===== src/pkg/hbcf_pkg.sv =====
// Shared constants, types and helpers of the h-bridge control and fault logic.
// Notes on behaviour
// - drive needs enable, disables inactive, fault released
// - each output follows its own polarity input
// - equal polarity inputs brake both outputs alike
// - active disable: outputs off, fault line low
// - sleep or open enable: off, line released
// - open polarity reads high; open disable disables
// - undervoltage: outputs off, fault line low
// - undervoltage recovery restores outputs automatically
// - overcurrent or overtemperature latches outputs off
// - disable toggle or power cycle clears latch
// - current limit: fixed off time, then retry
// - limit folds back above 160 to 2.5A
// - above 175 degrees latch overtemperature shutdown
// - clear on disable edges; cool below hysteresis
// - off interval lasts twenty microseconds
// - overcurrent at blanking expiry latches shutdown
package hbcf_pkg;
	localparam int unsigned CLK_HZ = 40_000_000;
	localparam int unsigned T_OFF_NS = 20_000;
	localparam int unsigned T_BLANK_NS = 16_500;
	localparam int unsigned OFF_CYC_I = (T_OFF_NS * (CLK_HZ / 1_000_000) + 999) / 1000;
	localparam int unsigned BLANK_CYC_I = (T_BLANK_NS * (CLK_HZ / 1_000_000) + 999) / 1000;
	localparam int TMR_W = 10;
	localparam logic [TMR_W-1:0] OFF_CYC = TMR_W'(OFF_CYC_I);
	localparam logic [TMR_W-1:0] BLANK_CYC = TMR_W'(BLANK_CYC_I);
	// temperatures in degrees c, currents in units of 0.1 a
	localparam logic [7:0] TJ_FOLD_C = 8'hA0;
	localparam logic [7:0] TJ_LIM_C = 8'hAF;
	localparam logic [7:0] TJ_SPAN_C = 8'h0F;
	localparam logic [7:0] I_FOLD_END = 8'h19;
	localparam logic [7:0] ILIM_NOM_RST = 8'h41;
	localparam logic [7:0] HYST_RST = 8'h0A;
	localparam int ADDR_W = 12;
	localparam logic [ADDR_W-1:0] OFS_ILIM = 12'h000;
	localparam logic [ADDR_W-1:0] OFS_HYST = 12'h004;
	localparam logic [ADDR_W-1:0] OFS_IRQ_STATUS = 12'h008;
	localparam logic [ADDR_W-1:0] OFS_IRQ_MASK = 12'h00C;
	localparam logic [ADDR_W-1:0] OFS_STATE = 12'h010;
	localparam logic [ADDR_W-1:0] OFS_LIMIT = 12'h014;
	localparam int NUM_EV = 5;
	localparam int EV_UV = 0;
	localparam int EV_UV_REC = 1;
	localparam int EV_OC = 2;
	localparam int EV_OT = 3;
	localparam int EV_ILIM = 4;
	localparam logic [NUM_EV-1:0] IRQ_RST = 5'h00;
	localparam logic [1:0] RESP_OKAY = 2'h0;
	localparam logic [1:0] RESP_SLVERR = 2'h2;

	typedef struct packed {
		logic sleep_enable;
		logic disable_high_active;
		logic disable_low_active_n;
		logic polarity_a_in;
		logic polarity_b_in;
	} hbcf_pins_t;

	typedef enum logic [3:0] {
		CL_IDLE = 4'b0001,
		CL_BLANK = 4'b0010,
		CL_RUN = 4'b0100,
		CL_OFF = 4'b1000
	} hbcf_cl_state_t;

	typedef enum logic [2:0] {
		SEL_ILIM,
		SEL_HYST,
		SEL_IRQ_STATUS,
		SEL_IRQ_MASK,
		SEL_STATE,
		SEL_LIMIT,
		SEL_NONE
	} hbcf_sel_t;

	function automatic hbcf_sel_t reg_sel(input logic [ADDR_W-1:0] addr);
		unique case ({addr[ADDR_W-1:2], 2'h0})
			OFS_ILIM: return SEL_ILIM;
			OFS_HYST: return SEL_HYST;
			OFS_IRQ_STATUS: return SEL_IRQ_STATUS;
			OFS_IRQ_MASK: return SEL_IRQ_MASK;
			OFS_STATE: return SEL_STATE;
			OFS_LIMIT: return SEL_LIMIT;
			default: return SEL_NONE;
		endcase
	endfunction : reg_sel

	// linear fold-back of the limit between the two temperature points
	function automatic logic [7:0] fold_thr(input logic [7:0] nom, input logic [7:0] tj);
		logic [15:0] prod;
		prod = 16'h0000;
		if (tj <= TJ_FOLD_C)
			return nom;
		if (nom <= I_FOLD_END)
			return nom;
		if (tj >= TJ_LIM_C)
			return I_FOLD_END;
		prod = 16'(nom - I_FOLD_END) * 16'(tj - TJ_FOLD_C);
		return nom - 8'(prod / 16'(TJ_SPAN_C));
	endfunction : fold_thr
endpackage : hbcf_pkg


===== src/core/hbcf_sync.sv =====
// Three-stage pin synchroniser with agreement filter.
`timescale 1ns/1ps
module hbcf_sync
	import hbcf_pkg::*;
#(
	parameter int W = 12
) (
	input wire logic aclk,
	input wire logic aresetn,
	input wire logic [W-1:0] d,
	output logic [W-1:0] q
);
	logic [W-1:0] s1_q;
	logic [W-1:0] s2_q;
	logic [W-1:0] s3_q;

	always_ff @(posedge aclk) begin
		if (!aresetn) begin
			s1_q <= '0;
			s2_q <= '0;
			s3_q <= '0;
		end else begin
			s1_q <= d;
			s2_q <= s1_q;
			s3_q <= s2_q;
		end
	end

	// a bit moves only once stages two and three agree
	always_ff @(posedge aclk) begin
		if (!aresetn) begin
			q <= '0;
		end else begin
			for (int i = 0; i < W; i++) begin
				if (s2_q[i] == s3_q[i])
					q[i] <= s3_q[i];
			end
		end
	end
endmodule : hbcf_sync


===== src/core/hbcf_timer.sv =====
// Loadable down counter for blanking and off intervals.
`timescale 1ns/1ps
module hbcf_timer
	import hbcf_pkg::*;
(
	input wire logic aclk,
	input wire logic aresetn,
	input wire logic load,
	input wire logic [TMR_W-1:0] load_val,
	output logic done
);
	logic [TMR_W-1:0] cnt_q;

	always_ff @(posedge aclk) begin
		if (!aresetn) begin
			cnt_q <= '0;
			done <= 1'b0;
		end else if (load) begin
			cnt_q <= load_val;
			done <= 1'b0;
		end else begin
			done <= (cnt_q == TMR_W'(1));
			if (cnt_q != '0)
				cnt_q <= cnt_q - TMR_W'(1);
		end
	end
endmodule : hbcf_timer


===== src/core/hbcf_top.sv =====
// H-bridge control, protection and current-limit logic with an AXI4-Lite register slave.
//
// Design decisions made here: the address map and the AXI4-Lite slave port.
`timescale 1ns/1ps
module hbcf_top
	import hbcf_pkg::*;
(
	input wire logic aclk,
	input wire logic aresetn,
	input wire logic [ADDR_W-1:0] s_axi_awaddr,
	input wire logic [2:0] s_axi_awprot,
	input wire logic s_axi_awvalid,
	output logic s_axi_awready,
	input wire logic [31:0] s_axi_wdata,
	input wire logic [3:0] s_axi_wstrb,
	input wire logic s_axi_wvalid,
	output logic s_axi_wready,
	output logic [1:0] s_axi_bresp,
	output logic s_axi_bvalid,
	input wire logic s_axi_bready,
	input wire logic [ADDR_W-1:0] s_axi_araddr,
	input wire logic [2:0] s_axi_arprot,
	input wire logic s_axi_arvalid,
	output logic s_axi_arready,
	output logic [31:0] s_axi_rdata,
	output logic [1:0] s_axi_rresp,
	output logic s_axi_rvalid,
	input wire logic s_axi_rready,
	input wire hbcf_pins_t pins,
	input wire hbcf_pins_t pins_open,
	input wire logic uv_detect,
	input wire logic [7:0] i_load,
	input wire logic [7:0] tj,
	input wire logic fault_status_n_rd,
	output logic fault_status_n_drv,
	output logic fault_status_n_oe,
	output logic bridge_out_a,
	output logic bridge_out_a_oe,
	output logic bridge_out_b,
	output logic bridge_out_b_oe,
	output logic irq
);
	localparam int SYNC_W = 12;

	logic [SYNC_W-1:0] sync_q;
	hbcf_pins_t pin_s, open_s;
	logic uv_s, fs_pin_s, en_eff, dis_hi_eff, dis_lo_n_eff, pol_a_eff, pol_b_eff, dis_active;
	logic dis_hi_prev_q, dis_lo_prev_q, clear_edge, over, ot_now, cool;
	logic [7:0] i_q, tj_q, thr_q, ilim_nom_q, hyst_q;
	logic oc_lat_q, ot_lat_q, ot_hold_q, uv_prev_q, drive_ok, driving;
	hbcf_cl_state_t cl_q, cl_d;
	logic tmr_load, tmr_done, oc_set, ilim_ev;
	logic [TMR_W-1:0] tmr_val;
	logic [NUM_EV-1:0] irq_status_q, irq_mask_q, ev, w1c;
	logic aw_got_q, w_got_q, do_wr;
	logic [ADDR_W-1:0] awaddr_q;
	logic [31:0] wdata_q, rd_word;
	logic [3:0] wstrb_q;
	hbcf_sel_t wsel, rsel;

	hbcf_sync #(
		.W(SYNC_W)
	) u_sync (
		.aclk(aclk),
		.aresetn(aresetn),
		.d({pins, pins_open, uv_detect, fault_status_n_rd}),
		.q(sync_q)
	);

	assign pin_s = sync_q[11:7];
	assign open_s = sync_q[6:2];
	assign uv_s = sync_q[1];
	assign fs_pin_s = sync_q[0];

	// open pins fall to their internal pull levels
	assign en_eff = pin_s.sleep_enable & ~open_s.sleep_enable;
	assign dis_hi_eff = pin_s.disable_high_active | open_s.disable_high_active;
	assign dis_lo_n_eff = pin_s.disable_low_active_n & ~open_s.disable_low_active_n;
	assign pol_a_eff = pin_s.polarity_a_in | open_s.polarity_a_in;
	assign pol_b_eff = pin_s.polarity_b_in | open_s.polarity_b_in;
	assign dis_active = dis_hi_eff | ~dis_lo_n_eff;

	always_ff @(posedge aclk) begin
		if (!aresetn) begin
			dis_hi_prev_q <= 1'b0;
			dis_lo_prev_q <= 1'b1;
		end else begin
			dis_hi_prev_q <= dis_hi_eff;
			dis_lo_prev_q <= dis_lo_n_eff;
		end
	end

	assign clear_edge = (dis_hi_prev_q & ~dis_hi_eff) | (~dis_lo_prev_q & dis_lo_n_eff);

	// converter codes already live on aclk, one register stage only
	always_ff @(posedge aclk) begin
		if (!aresetn) begin
			i_q <= 8'h00;
			tj_q <= 8'h00;
			thr_q <= ILIM_NOM_RST;
		end else begin
			i_q <= i_load;
			tj_q <= tj;
			thr_q <= fold_thr(ilim_nom_q, tj_q);
		end
	end

	assign over = (i_q >= thr_q);
	assign ot_now = (tj_q > TJ_LIM_C);
	assign cool = (tj_q < (TJ_LIM_C - hyst_q));

	// a new fault in the clearing cycle wins; power cycle is the reset
	always_ff @(posedge aclk) begin
		if (!aresetn) begin
			oc_lat_q <= 1'b0;
		end else if (oc_set) begin
			oc_lat_q <= 1'b1;
		end else if (clear_edge) begin
			oc_lat_q <= 1'b0;
		end
	end

	always_ff @(posedge aclk) begin
		if (!aresetn) begin
			ot_lat_q <= 1'b0;
		end else if (ot_now) begin
			ot_lat_q <= 1'b1;
		end else if (clear_edge) begin
			ot_lat_q <= 1'b0;
		end
	end

	// after a thermal clear the flag goes, the stage waits for cooling
	always_ff @(posedge aclk) begin
		if (!aresetn) begin
			ot_hold_q <= 1'b0;
		end else if (ot_now) begin
			ot_hold_q <= 1'b1;
		end else if (cool) begin
			ot_hold_q <= 1'b0;
		end
	end

	// sleep first, then faults, then disables
	assign drive_ok = en_eff & ~oc_lat_q & ~ot_lat_q & ~ot_hold_q & ~uv_s
		& ~dis_active;

	always_comb begin
		cl_d = cl_q;
		tmr_load = 1'b0;
		tmr_val = BLANK_CYC;
		oc_set = 1'b0;
		ilim_ev = 1'b0;
		unique case (cl_q)
			CL_IDLE: begin
				if (drive_ok) begin
					cl_d = CL_BLANK;
					tmr_load = 1'b1;
				end
			end
			CL_BLANK: begin
				if (!drive_ok) begin
					cl_d = CL_IDLE;
				end else if (tmr_done) begin
					if (over) begin
						oc_set = 1'b1;
						cl_d = CL_IDLE;
					end else begin
						cl_d = CL_RUN;
					end
				end
			end
			CL_RUN: begin
				if (!drive_ok) begin
					cl_d = CL_IDLE;
				end else if (over) begin
					cl_d = CL_OFF;
					tmr_load = 1'b1;
					tmr_val = OFF_CYC;
					ilim_ev = 1'b1;
				end
			end
			CL_OFF: begin
				if (!drive_ok) begin
					cl_d = CL_IDLE;
				end else if (tmr_done) begin
					cl_d = CL_BLANK;
					tmr_load = 1'b1;
				end
			end
			default: begin
				cl_d = CL_IDLE;
			end
		endcase
	end

	always_ff @(posedge aclk) begin
		if (!aresetn)
			cl_q <= CL_IDLE;
		else
			cl_q <= cl_d;
	end

	hbcf_timer u_timer (
		.aclk(aclk),
		.aresetn(aresetn),
		.load(tmr_load),
		.load_val(tmr_val),
		.done(tmr_done)
	);

	assign driving = drive_ok & ((cl_q == CL_BLANK) | (cl_q == CL_RUN));

	// undriven outputs park low so the wire is decided by the enable alone
	always_ff @(posedge aclk) begin
		if (!aresetn) begin
			bridge_out_a <= 1'b0;
			bridge_out_a_oe <= 1'b0;
			bridge_out_b <= 1'b0;
			bridge_out_b_oe <= 1'b0;
		end else begin
			bridge_out_a <= driving & pol_a_eff;
			bridge_out_a_oe <= driving;
			bridge_out_b <= driving & pol_b_eff;
			bridge_out_b_oe <= driving;
		end
	end

	always_ff @(posedge aclk) begin
		if (!aresetn) begin
			fault_status_n_drv <= 1'b0;
			fault_status_n_oe <= 1'b0;
		end else begin
			fault_status_n_drv <= 1'b0;
			fault_status_n_oe <= en_eff & (dis_active | uv_s | oc_lat_q | ot_lat_q);
		end
	end

	always_ff @(posedge aclk) begin
		if (!aresetn)
			uv_prev_q <= 1'b0;
		else
			uv_prev_q <= uv_s;
	end

	always_comb begin
		ev = '0;
		ev[EV_UV] = uv_s & ~uv_prev_q;
		ev[EV_UV_REC] = ~uv_s & uv_prev_q;
		ev[EV_OC] = oc_set;
		ev[EV_OT] = ot_now & ~ot_lat_q;
		ev[EV_ILIM] = ilim_ev;
	end

	// axi4-lite register slave, one access per channel at a time
	assign wsel = reg_sel(awaddr_q);
	assign rsel = reg_sel(s_axi_araddr);
	assign do_wr = aw_got_q & w_got_q & ~s_axi_bvalid;
	assign w1c = (do_wr && wsel == SEL_IRQ_STATUS && wstrb_q[0]) ? wdata_q[NUM_EV-1:0] : '0;

	always_ff @(posedge aclk) begin
		if (!aresetn) begin
			aw_got_q <= 1'b0;
			awaddr_q <= '0;
			s_axi_awready <= 1'b1;
		end else if (s_axi_awvalid && s_axi_awready) begin
			aw_got_q <= 1'b1;
			awaddr_q <= s_axi_awaddr;
			s_axi_awready <= 1'b0;
		end else if (do_wr) begin
			aw_got_q <= 1'b0;
		end else if (s_axi_bvalid && s_axi_bready) begin
			s_axi_awready <= 1'b1;
		end
	end

	always_ff @(posedge aclk) begin
		if (!aresetn) begin
			w_got_q <= 1'b0;
			wdata_q <= 32'h00000000;
			wstrb_q <= 4'h0;
			s_axi_wready <= 1'b1;
		end else if (s_axi_wvalid && s_axi_wready) begin
			w_got_q <= 1'b1;
			wdata_q <= s_axi_wdata;
			wstrb_q <= s_axi_wstrb;
			s_axi_wready <= 1'b0;
		end else if (do_wr) begin
			w_got_q <= 1'b0;
		end else if (s_axi_bvalid && s_axi_bready) begin
			s_axi_wready <= 1'b1;
		end
	end

	always_ff @(posedge aclk) begin
		if (!aresetn) begin
			s_axi_bvalid <= 1'b0;
			s_axi_bresp <= RESP_OKAY;
		end else if (do_wr) begin
			s_axi_bvalid <= 1'b1;
			s_axi_bresp <= (wsel == SEL_NONE) ? RESP_SLVERR : RESP_OKAY;
		end else if (s_axi_bready) begin
			s_axi_bvalid <= 1'b0;
		end
	end

	// only byte lane zero carries the narrow fields
	always_ff @(posedge aclk) begin
		if (!aresetn) begin
			ilim_nom_q <= ILIM_NOM_RST;
			hyst_q <= HYST_RST;
			irq_mask_q <= IRQ_RST;
		end else if (do_wr && wstrb_q[0]) begin
			if (wsel == SEL_ILIM)
				ilim_nom_q <= wdata_q[7:0];
			if (wsel == SEL_HYST)
				hyst_q <= wdata_q[7:0];
			if (wsel == SEL_IRQ_MASK)
				irq_mask_q <= wdata_q[NUM_EV-1:0];
		end
	end

	// set beats a simultaneous write-one-to-clear
	always_ff @(posedge aclk) begin
		if (!aresetn)
			irq_status_q <= IRQ_RST;
		else
			irq_status_q <= (irq_status_q & ~w1c) | ev;
	end

	always_ff @(posedge aclk) begin
		if (!aresetn)
			irq <= 1'b0;
		else
			irq <= |(((irq_status_q & ~w1c) | ev) & irq_mask_q);
	end

	always_comb begin
		rd_word = 32'h00000000;
		unique case (rsel)
			SEL_ILIM: rd_word[7:0] = ilim_nom_q;
			SEL_HYST: rd_word[7:0] = hyst_q;
			SEL_IRQ_STATUS: rd_word[NUM_EV-1:0] = irq_status_q;
			SEL_IRQ_MASK: rd_word[NUM_EV-1:0] = irq_mask_q;
			SEL_STATE: rd_word[11:0] = {dis_active, en_eff, fs_pin_s, driving, uv_s,
				ot_hold_q, ot_lat_q, oc_lat_q, cl_q};
			SEL_LIMIT: rd_word[7:0] = thr_q;
			SEL_NONE: rd_word = 32'h00000000;
		endcase
	end

	always_ff @(posedge aclk) begin
		if (!aresetn) begin
			s_axi_arready <= 1'b1;
			s_axi_rvalid <= 1'b0;
			s_axi_rdata <= 32'h00000000;
			s_axi_rresp <= RESP_OKAY;
		end else if (s_axi_arvalid && s_axi_arready) begin
			s_axi_arready <= 1'b0;
			s_axi_rvalid <= 1'b1;
			s_axi_rdata <= rd_word;
			s_axi_rresp <= (rsel == SEL_NONE) ? RESP_SLVERR : RESP_OKAY;
		end else if (s_axi_rvalid && s_axi_rready) begin
			s_axi_rvalid <= 1'b0;
			s_axi_arready <= 1'b1;
		end
	end
endmodule : hbcf_top


===== config.mk =====
export PLATFORM = sky130hd
export DESIGN_NAME = hbcf_top
export DESIGN_NICKNAME = d
export VERILOG_FILES = /design/src/pkg/hbcf_pkg.sv /design/src/core/hbcf_sync.sv /design/src/core/hbcf_timer.sv /design/src/core/hbcf_top.sv
export SDC_FILE = /design/constraint.sdc
export NUM_CORES = 1
export LEC_CHECK = 0
export BUFFER_PORTS_ARGS = -buffer_cell sky130_fd_sc_hd__buf_2
export CAP_MARGIN = 30
export CORE_MARGIN = 2
export CORE_UTILIZATION = 30
export CTS_CLUSTER_DIAMETER = 40
export CTS_CLUSTER_SIZE = 25
export DETAILED_ROUTE_END_ITERATION = 10
export MAX_ROUTING_LAYER = met4
export PLACE_DENSITY = 0.5
export SLEW_MARGIN = 30
export SYNTH_ARGS = -nofsm -noshare
export SYNTH_HDL_FRONTEND = slang
export SYNTH_SLANG_ARGS = --single-unit

===== constraint.sdc =====
create_clock -name aclk -period 16.5 [get_ports aclk]
set_clock_uncertainty 0.15 [all_clocks]
set_input_delay 3.3 -clock aclk [delete_from_list [all_inputs] [get_ports aclk]]
set_output_delay 3.3 -clock aclk [all_outputs]
set_load 0.02 [all_outputs]

==> results_dict.tcl, run 1 <==
set metrics [dict create \
    synth_compound_area_frac 0.1888 \
    yosys_warnings 0 \
    synthTopCellsByCount "165 x nand2_1, 164 x dfxtp_1, 135 x a21oi_1" \
    drt-vias-per-instance 4.823 \
    grt_max_degree 72 \
    coreArea_mm2 0.03865 \
    synth_seq_cells 164 \
    avgSynthCellArea_um2 8.253 \
    numClockSinks 164 \
    synth_top_family_by_area "simple AND/OR/NAND/NOR gates" \
    cts_buffers 17 \
    synth_fa_ha_area_frac 0.1785 \
    arrival_ns 14.19 \
    cts_tree "yes" \
    avgRoutedWirePerCell_um 14.46 \
    start_kind "flop" \
    max_freq_mhz 71.08 \
    syn_area_mm2 0.01173 \
    cts_resized 0 \
    place_hpwl_mm 21.86 \
    cap_viol_max_count 0 \
    setup-violations-final 0 \
    syn2layout_area_growth_pct 11.61 \
    cp.required_ns 16.62 \
    post-route-min-period_ns 14.07 \
    setup.worst_path.class "flop to flop" \
    cts_hold_buffers 0 \
    status "finished, final reports clean" \
    synthCells 1421 \
    synthArstFlopShare 0 \
    cts_buffer_depth 2 \
    synth-seq-area-share 0.2800 \
    gp_congestion 0.8392 \
    overflow 0 \
    num_rows 72 \
    drive_above_1_share 0.1137 \
    synth.area.mux_share 0.01526 \
    clk_latency_ns 0.43 \
    synth_edf_count 0 \
    synth_area_leader_cell "dfxtp_1" \
    die-height_um 201.7 \
    num_vias 9627 \
    cts.reportedPaths.clkPinSlew_ns 0.07 \
    dr.pass1.iters 5 \
    die_w_um 201.7 \
    grt_pass1_vias 9399 \
    min_period_over_period 0.8527 \
    synthFlopType "dfxtp_1" \
    hold_viol_final 0 \
    hp-class "flop to flop" \
    synthSimpleGateAreaFrac 0.2312 \
    cts-root-buf "clkbuf_16" \
    fin_nets 1693 \
    drv_slew 0 \
    drt-total-wl_mm 28.86 \
    synth_most_common_cell "nand2_1" \
    grt_pass1_wl_mm 47.64 \
    synth_xor_area_frac 0.03606 \
    crit_path_end_kind "flop" \
    cts_max_level 4 \
    synth.distinct_cells 97 \
    grt_setup_unrepaired "false" \
    ios 149 \
    maxSlewHeadroom 0.3654 \
    path_max_fanout 18 \
    crit_path_frequent_cell "ha_1" \
    synthTopCellsByArea "dfxtp_1 28%, fa_1 11%, ha_1 6.8%" \
    slowest_delay_ns 0.68 \
    grt_antenna_before_repair 1 \
    start_util 0.3035 \
    die_area_mm2 0.04069 \
    tns_ns 0 \
    portBuffers 88 \
    drc_errors 0 \
    drtAntennaViolNets 0 \
    grt_use_total 0.1463 \
    synth_top_area_share 0.2800 \
    post_cts_buffers 0 \
    worstMarginPinSlew_ns 0.9446 \
    first_iter_violations 449 \
    slowest_stage "dfxtp_1" \
]
-- layer usage --
| metal | part of all wire | global-route usage |
|---|---|---|
| met1 | 0.48 | 0.1873 |
| met2 | 0.49 | 0.2486 |
| met3 | 0.026 | 0.01944 |
| met4 | 0.0052 | 0.02679 |
| met5 | 0 | - |
-- critical path: cells and delay by family (launching register included) --
kind                     cells  cell delay, ns
adder cells (fa/ha/maj)     10            3.87
buffers and inverters        4            0.44
XOR/XNOR                     5            2.50
flip-flops                   1            0.68
AO/OA/AOI/OAI               22            5.03
AND/OR/NAND/NOR              8            1.19
-- cell families after synthesis --
family,after synthesis
flip-flops,164
buffers and inverters,186
adder cells (fa/ha/maj),129
AND/OR/NAND/NOR,546
AO/OA/AOI/OAI,335
other,1
multiplexers,16
XOR/XNOR,44
-- placed cells by master, fill, tap and decap left out, drive strengths merged, types with 13 or more instances in the layout --
cell    instances
conb           23
clkbuf         17
ha             64
nand3          29
a21oi         136
o21ai          56
nand2b         22
nand2         166
nor3           37
inv           102
dfxtp         164
nor2b          30
xor2           17
and2           90
nor4           13
xnor2          26
nor2          105
a211oi         14
fa             64
buf            91
-- metrics by stage --
step | hold WS (ns) | instance area [um2] | utilization | cells | setup WS (ns)
6_report | 0.2856 | 13090 | 0.3387 | 1996 | 2.431
5_1_grt | 0.3149 | 13090 | 0.3387 | 1996 | 1.268
4_1_cts | 0.2899 | 13080 | 0.3385 | 1994 | 2.274
3_5_place_dp | 0.2727 | 12470 | 0.3226 | 1962 | 2.339
3_3_place_gp | 0.2727 | 12460 | 0.3224 | 1962 | 2.426
2_1_floorplan | 0.2619 | 11810 | - | 1443 | 4.641
-- flip-flops by register name, summed over array words and instances (netlist names), 4 cells and up --
signal,cells
ilim_nom_q,8
wdata_q,8
cl_q,4
irq_mask_q,5
u_timer.cnt_q,10
hyst_q,8
awaddr_q,10
u_sync.s2_q,12
u_sync.q,12
u_sync.s3_q,12
i_q,8
irq_status_q,5
tj_q,8
u_sync.s1_q,12
s_axi_rdata,12
thr_q,8
-- path summary, 6_finish.rpt --
check                                    start  slack [ns]        endpoint  cells past startpoint
worst min register to register  u_sync.s1_q[5]        0.29  u_sync.s2_q[5]                      1
worst max register to register   ilim_nom_q[0]        2.43        thr_q[7]                     49
worst max-delay path             ilim_nom_q[0]        2.43        thr_q[7]                     49
worst min-delay path            u_sync.s1_q[5]        0.29  u_sync.s2_q[5]                      1
-- final cells by class --
cell class	count	area [um2]
sequential	164	3283
multi-input combinational	1093	7715
antenna	1	2.502
inverter	97	364.1
clock inverter	15	190.2
fill	4072	25560
tap	518	648.1
timing repair buffer	91	460.4
clock buffer	17	425.4
Power of run 1 is not shown: default switching activity piles up to over one toggle a cycle in this logic, so the estimate is an artifact.
==> run 2, diff against run 1 <==
--- a/config.mk
+++ b/config.mk
@@ -7,14 +7,16 @@
 export LEC_CHECK = 0
 export BUFFER_PORTS_ARGS = -buffer_cell sky130_fd_sc_hd__buf_2
 export CAP_MARGIN = 30
+export CELL_PAD_IN_SITES_DETAIL_PLACEMENT = 0
+export CELL_PAD_IN_SITES_GLOBAL_PLACEMENT = 1
 export CORE_MARGIN = 2
 export CORE_UTILIZATION = 30
 export CTS_CLUSTER_DIAMETER = 40
 export CTS_CLUSTER_SIZE = 25
 export DETAILED_ROUTE_END_ITERATION = 10
 export MAX_ROUTING_LAYER = met4
-export PLACE_DENSITY = 0.5
-export SLEW_MARGIN = 30
+export PLACE_DENSITY = 0.62
+export SLEW_MARGIN = 15
 export SYNTH_ARGS = -nofsm -noshare
 export SYNTH_HDL_FRONTEND = slang
 export SYNTH_SLANG_ARGS = --single-unit
==> run 2 against run 1 <==
Effect of this change:
- non-clock buffer count rose by 1
- final cell count up 0.10%
- critical path depth is 1 higher
- core utilization hardly changed
- sequential share of layout area hardly changed
- worst hold slack hardly changed
- highest routed layer unchanged
- cell area increased by 0.11%
- register-to-register slack is essentially flat
- die area stayed put
- via count up 0.86%
- maximum frequency about the same
- flip-flop and latch count stayed put
==> results_dict.tcl, run 2 (synthesis gave the netlist of run 1 again) <==
set metrics [dict create \
    grt_use_total 0.1505 \
    gp_congestion 0.8065 \
    grt_pass1_wl_mm 48.73 \
    drc_errors 0 \
    min_from "u_sync.s1_q[10]" \
    min_period_over_period 0.8520 \
    arrival_ns 14.22 \
    ios 149 \
    worstMarginPinSlew_ns 1.057 \
    dr.pass1.iters 5 \
    grt_setup_unrepaired "false" \
    post_cts_buffers 0 \
    hold_viol_final 0 \
    r2r_cells 50 \
    drtAntennaViolNets 0 \
    cts_buffer_depth 2 \
    drt-total-wl_mm 29.38 \
    cts_resized 0 \
    die-height_um 201.7 \
    ff2ff_setup_slack_ns 2.44 \
    r2r_end "thr_q[7]" \
    portBuffers 88 \
    maxSlewHeadroom 0.2952 \
    grt_max_degree 73 \
    overflow 0 \
    num_vias 9710 \
    max_freq_mhz 71.13 \
    clk_latency_ns 0.44 \
    first_iter_violations 484 \
    cts_tree "yes" \
    cp.required_ns 16.66 \
    hold_depth 1 \
    cts-root-buf "clkbuf_16" \
    drive_above_1_share 0.1137 \
    drt-vias-per-instance 4.860 \
    slowest_stage "a32oi_1" \
    status "finished, final reports clean" \
    cts_hold_buffers 0 \
    holdPathEnd "u_sync.s2_q[10]" \
    fin_nets 1694 \
    setup.worst_path.class "flop to flop" \
    path_max_fanout 13 \
    cap_viol_max_count 0 \
    grt_antenna_before_repair 2 \
    crit_path_end_kind "flop" \
    start_kind "flop" \
    layout_common_cells "165 x nand2_1, 164 x dfxtp_1, 135 x a21oi_1" \
    die_w_um 201.7 \
    grt_pass1_vias 9608 \
    slowest_delay_ns 0.81 \
    place_hpwl_mm 22.50 \
    die_area_mm2 0.04069 \
    final_common_cell "nand2_1" \
    setup-violations-final 0 \
    num_rows 72 \
    syn2layout_area_growth_pct 11.73 \
    start_util 0.3035 \
    avgRoutedWirePerCell_um 14.71 \
    drv_slew 0 \
    reg2reg_from "ilim_nom_q[0]" \
    coreArea_mm2 0.03865 \
    hp-class "flop to flop" \
    tns_ns 0 \
    post-route-min-period_ns 14.06 \
    cts_max_level 4 \
    cts.reportedPaths.clkPinSlew_ns 0.08 \
    cts_buffers 17 \
    numClockSinks 164 \
    fillCellCount 4165 \
]
==> run 2: cell count changes in the layout (fill, tap and decap cells not counted), sizes merged <==
| cell | before | now |
|---|---|---|
| diode | 1 | 2 |
| clkinv | 9 | 8 |
| clkinvlp | 1 | 0 |
| buf | 91 | 92 |
| inv | 102 | 104 |
==> run 2: routing by layer <==
layer	track usage	wire length, um	share of wire	vias to the layer above
li1	-	-	-	4911
met1	0.1883	13680	0.47	4626
met2	0.2558	14430	0.49	151
met3	0.02365	942	0.032	22
met4	0.03309	335	0.011	0
met5	-	0	0	-
==> run 2: stage by stage <==
stage	hold slack, ns	worst slack (ns)	instances	utilization	cell area (um2)
2_1_floorplan	0.2619	4.641	1443	-	11810
3_3_place_gp	0.2630	2.389	1963	0.3226	12470
6_report	0.2855	2.441	1998	0.3390	13100
4_1_cts	0.2896	2.313	1995	0.3388	13090
3_5_place_dp	0.2716	2.403	1963	0.3226	12470
5_1_grt	0.3025	1.095	1998	0.3390	13100
==> run 2: how the worst max path moves through the flow <==
stage,startpoint,end,slack [ns],cells after the start
floorplan,ilim_nom_q[0],thr_q[7],4.64,52
global placement,ilim_nom_q[0],thr_q[7],2.39,50
CTS,ilim_nom_q[0],thr_q[7],2.31,50
global route,ilim_nom_q[0],thr_q[7],1.10,50
finish,ilim_nom_q[0],thr_q[7],2.44,50
detailed placement,ilim_nom_q[0],thr_q[7],2.40,50
==> run 2: layout make-up <==
cell class | count | area (um2) | share of cell area
Timing Repair Buffer | 92 | 467.9 | 0.03571
Multi-Input combinational cell | 1093 | 7707 | 0.5882
Sequential cell | 164 | 3283 | 0.2506
Clock buffer | 17 | 425.4 | 0.03247
Clock inverter | 15 | 201.4 | 0.01537
Inverter | 97 | 364.1 | 0.02779
Tap cell | 518 | 648.1 | 0.04947
Antenna cell | 2 | 5.005 | 0.0003820
==> run 2: worst max-delay path, delay by kind of cell, from the launching register on <==
| kind | cells | cell delay (ns) |
|---|---|---|
| buffers and inverters | 5 | 0.50 |
| flip-flops | 1 | 0.67 |
| adder cells (fa/ha/maj) | 9 | 3.55 |
| AND/OR/NAND/NOR | 13 | 2.59 |
| AO/OA/AOI/OAI | 21 | 5.56 |
| XOR/XNOR | 2 | 0.93 |
Power of run 2 is left out for the same reason.
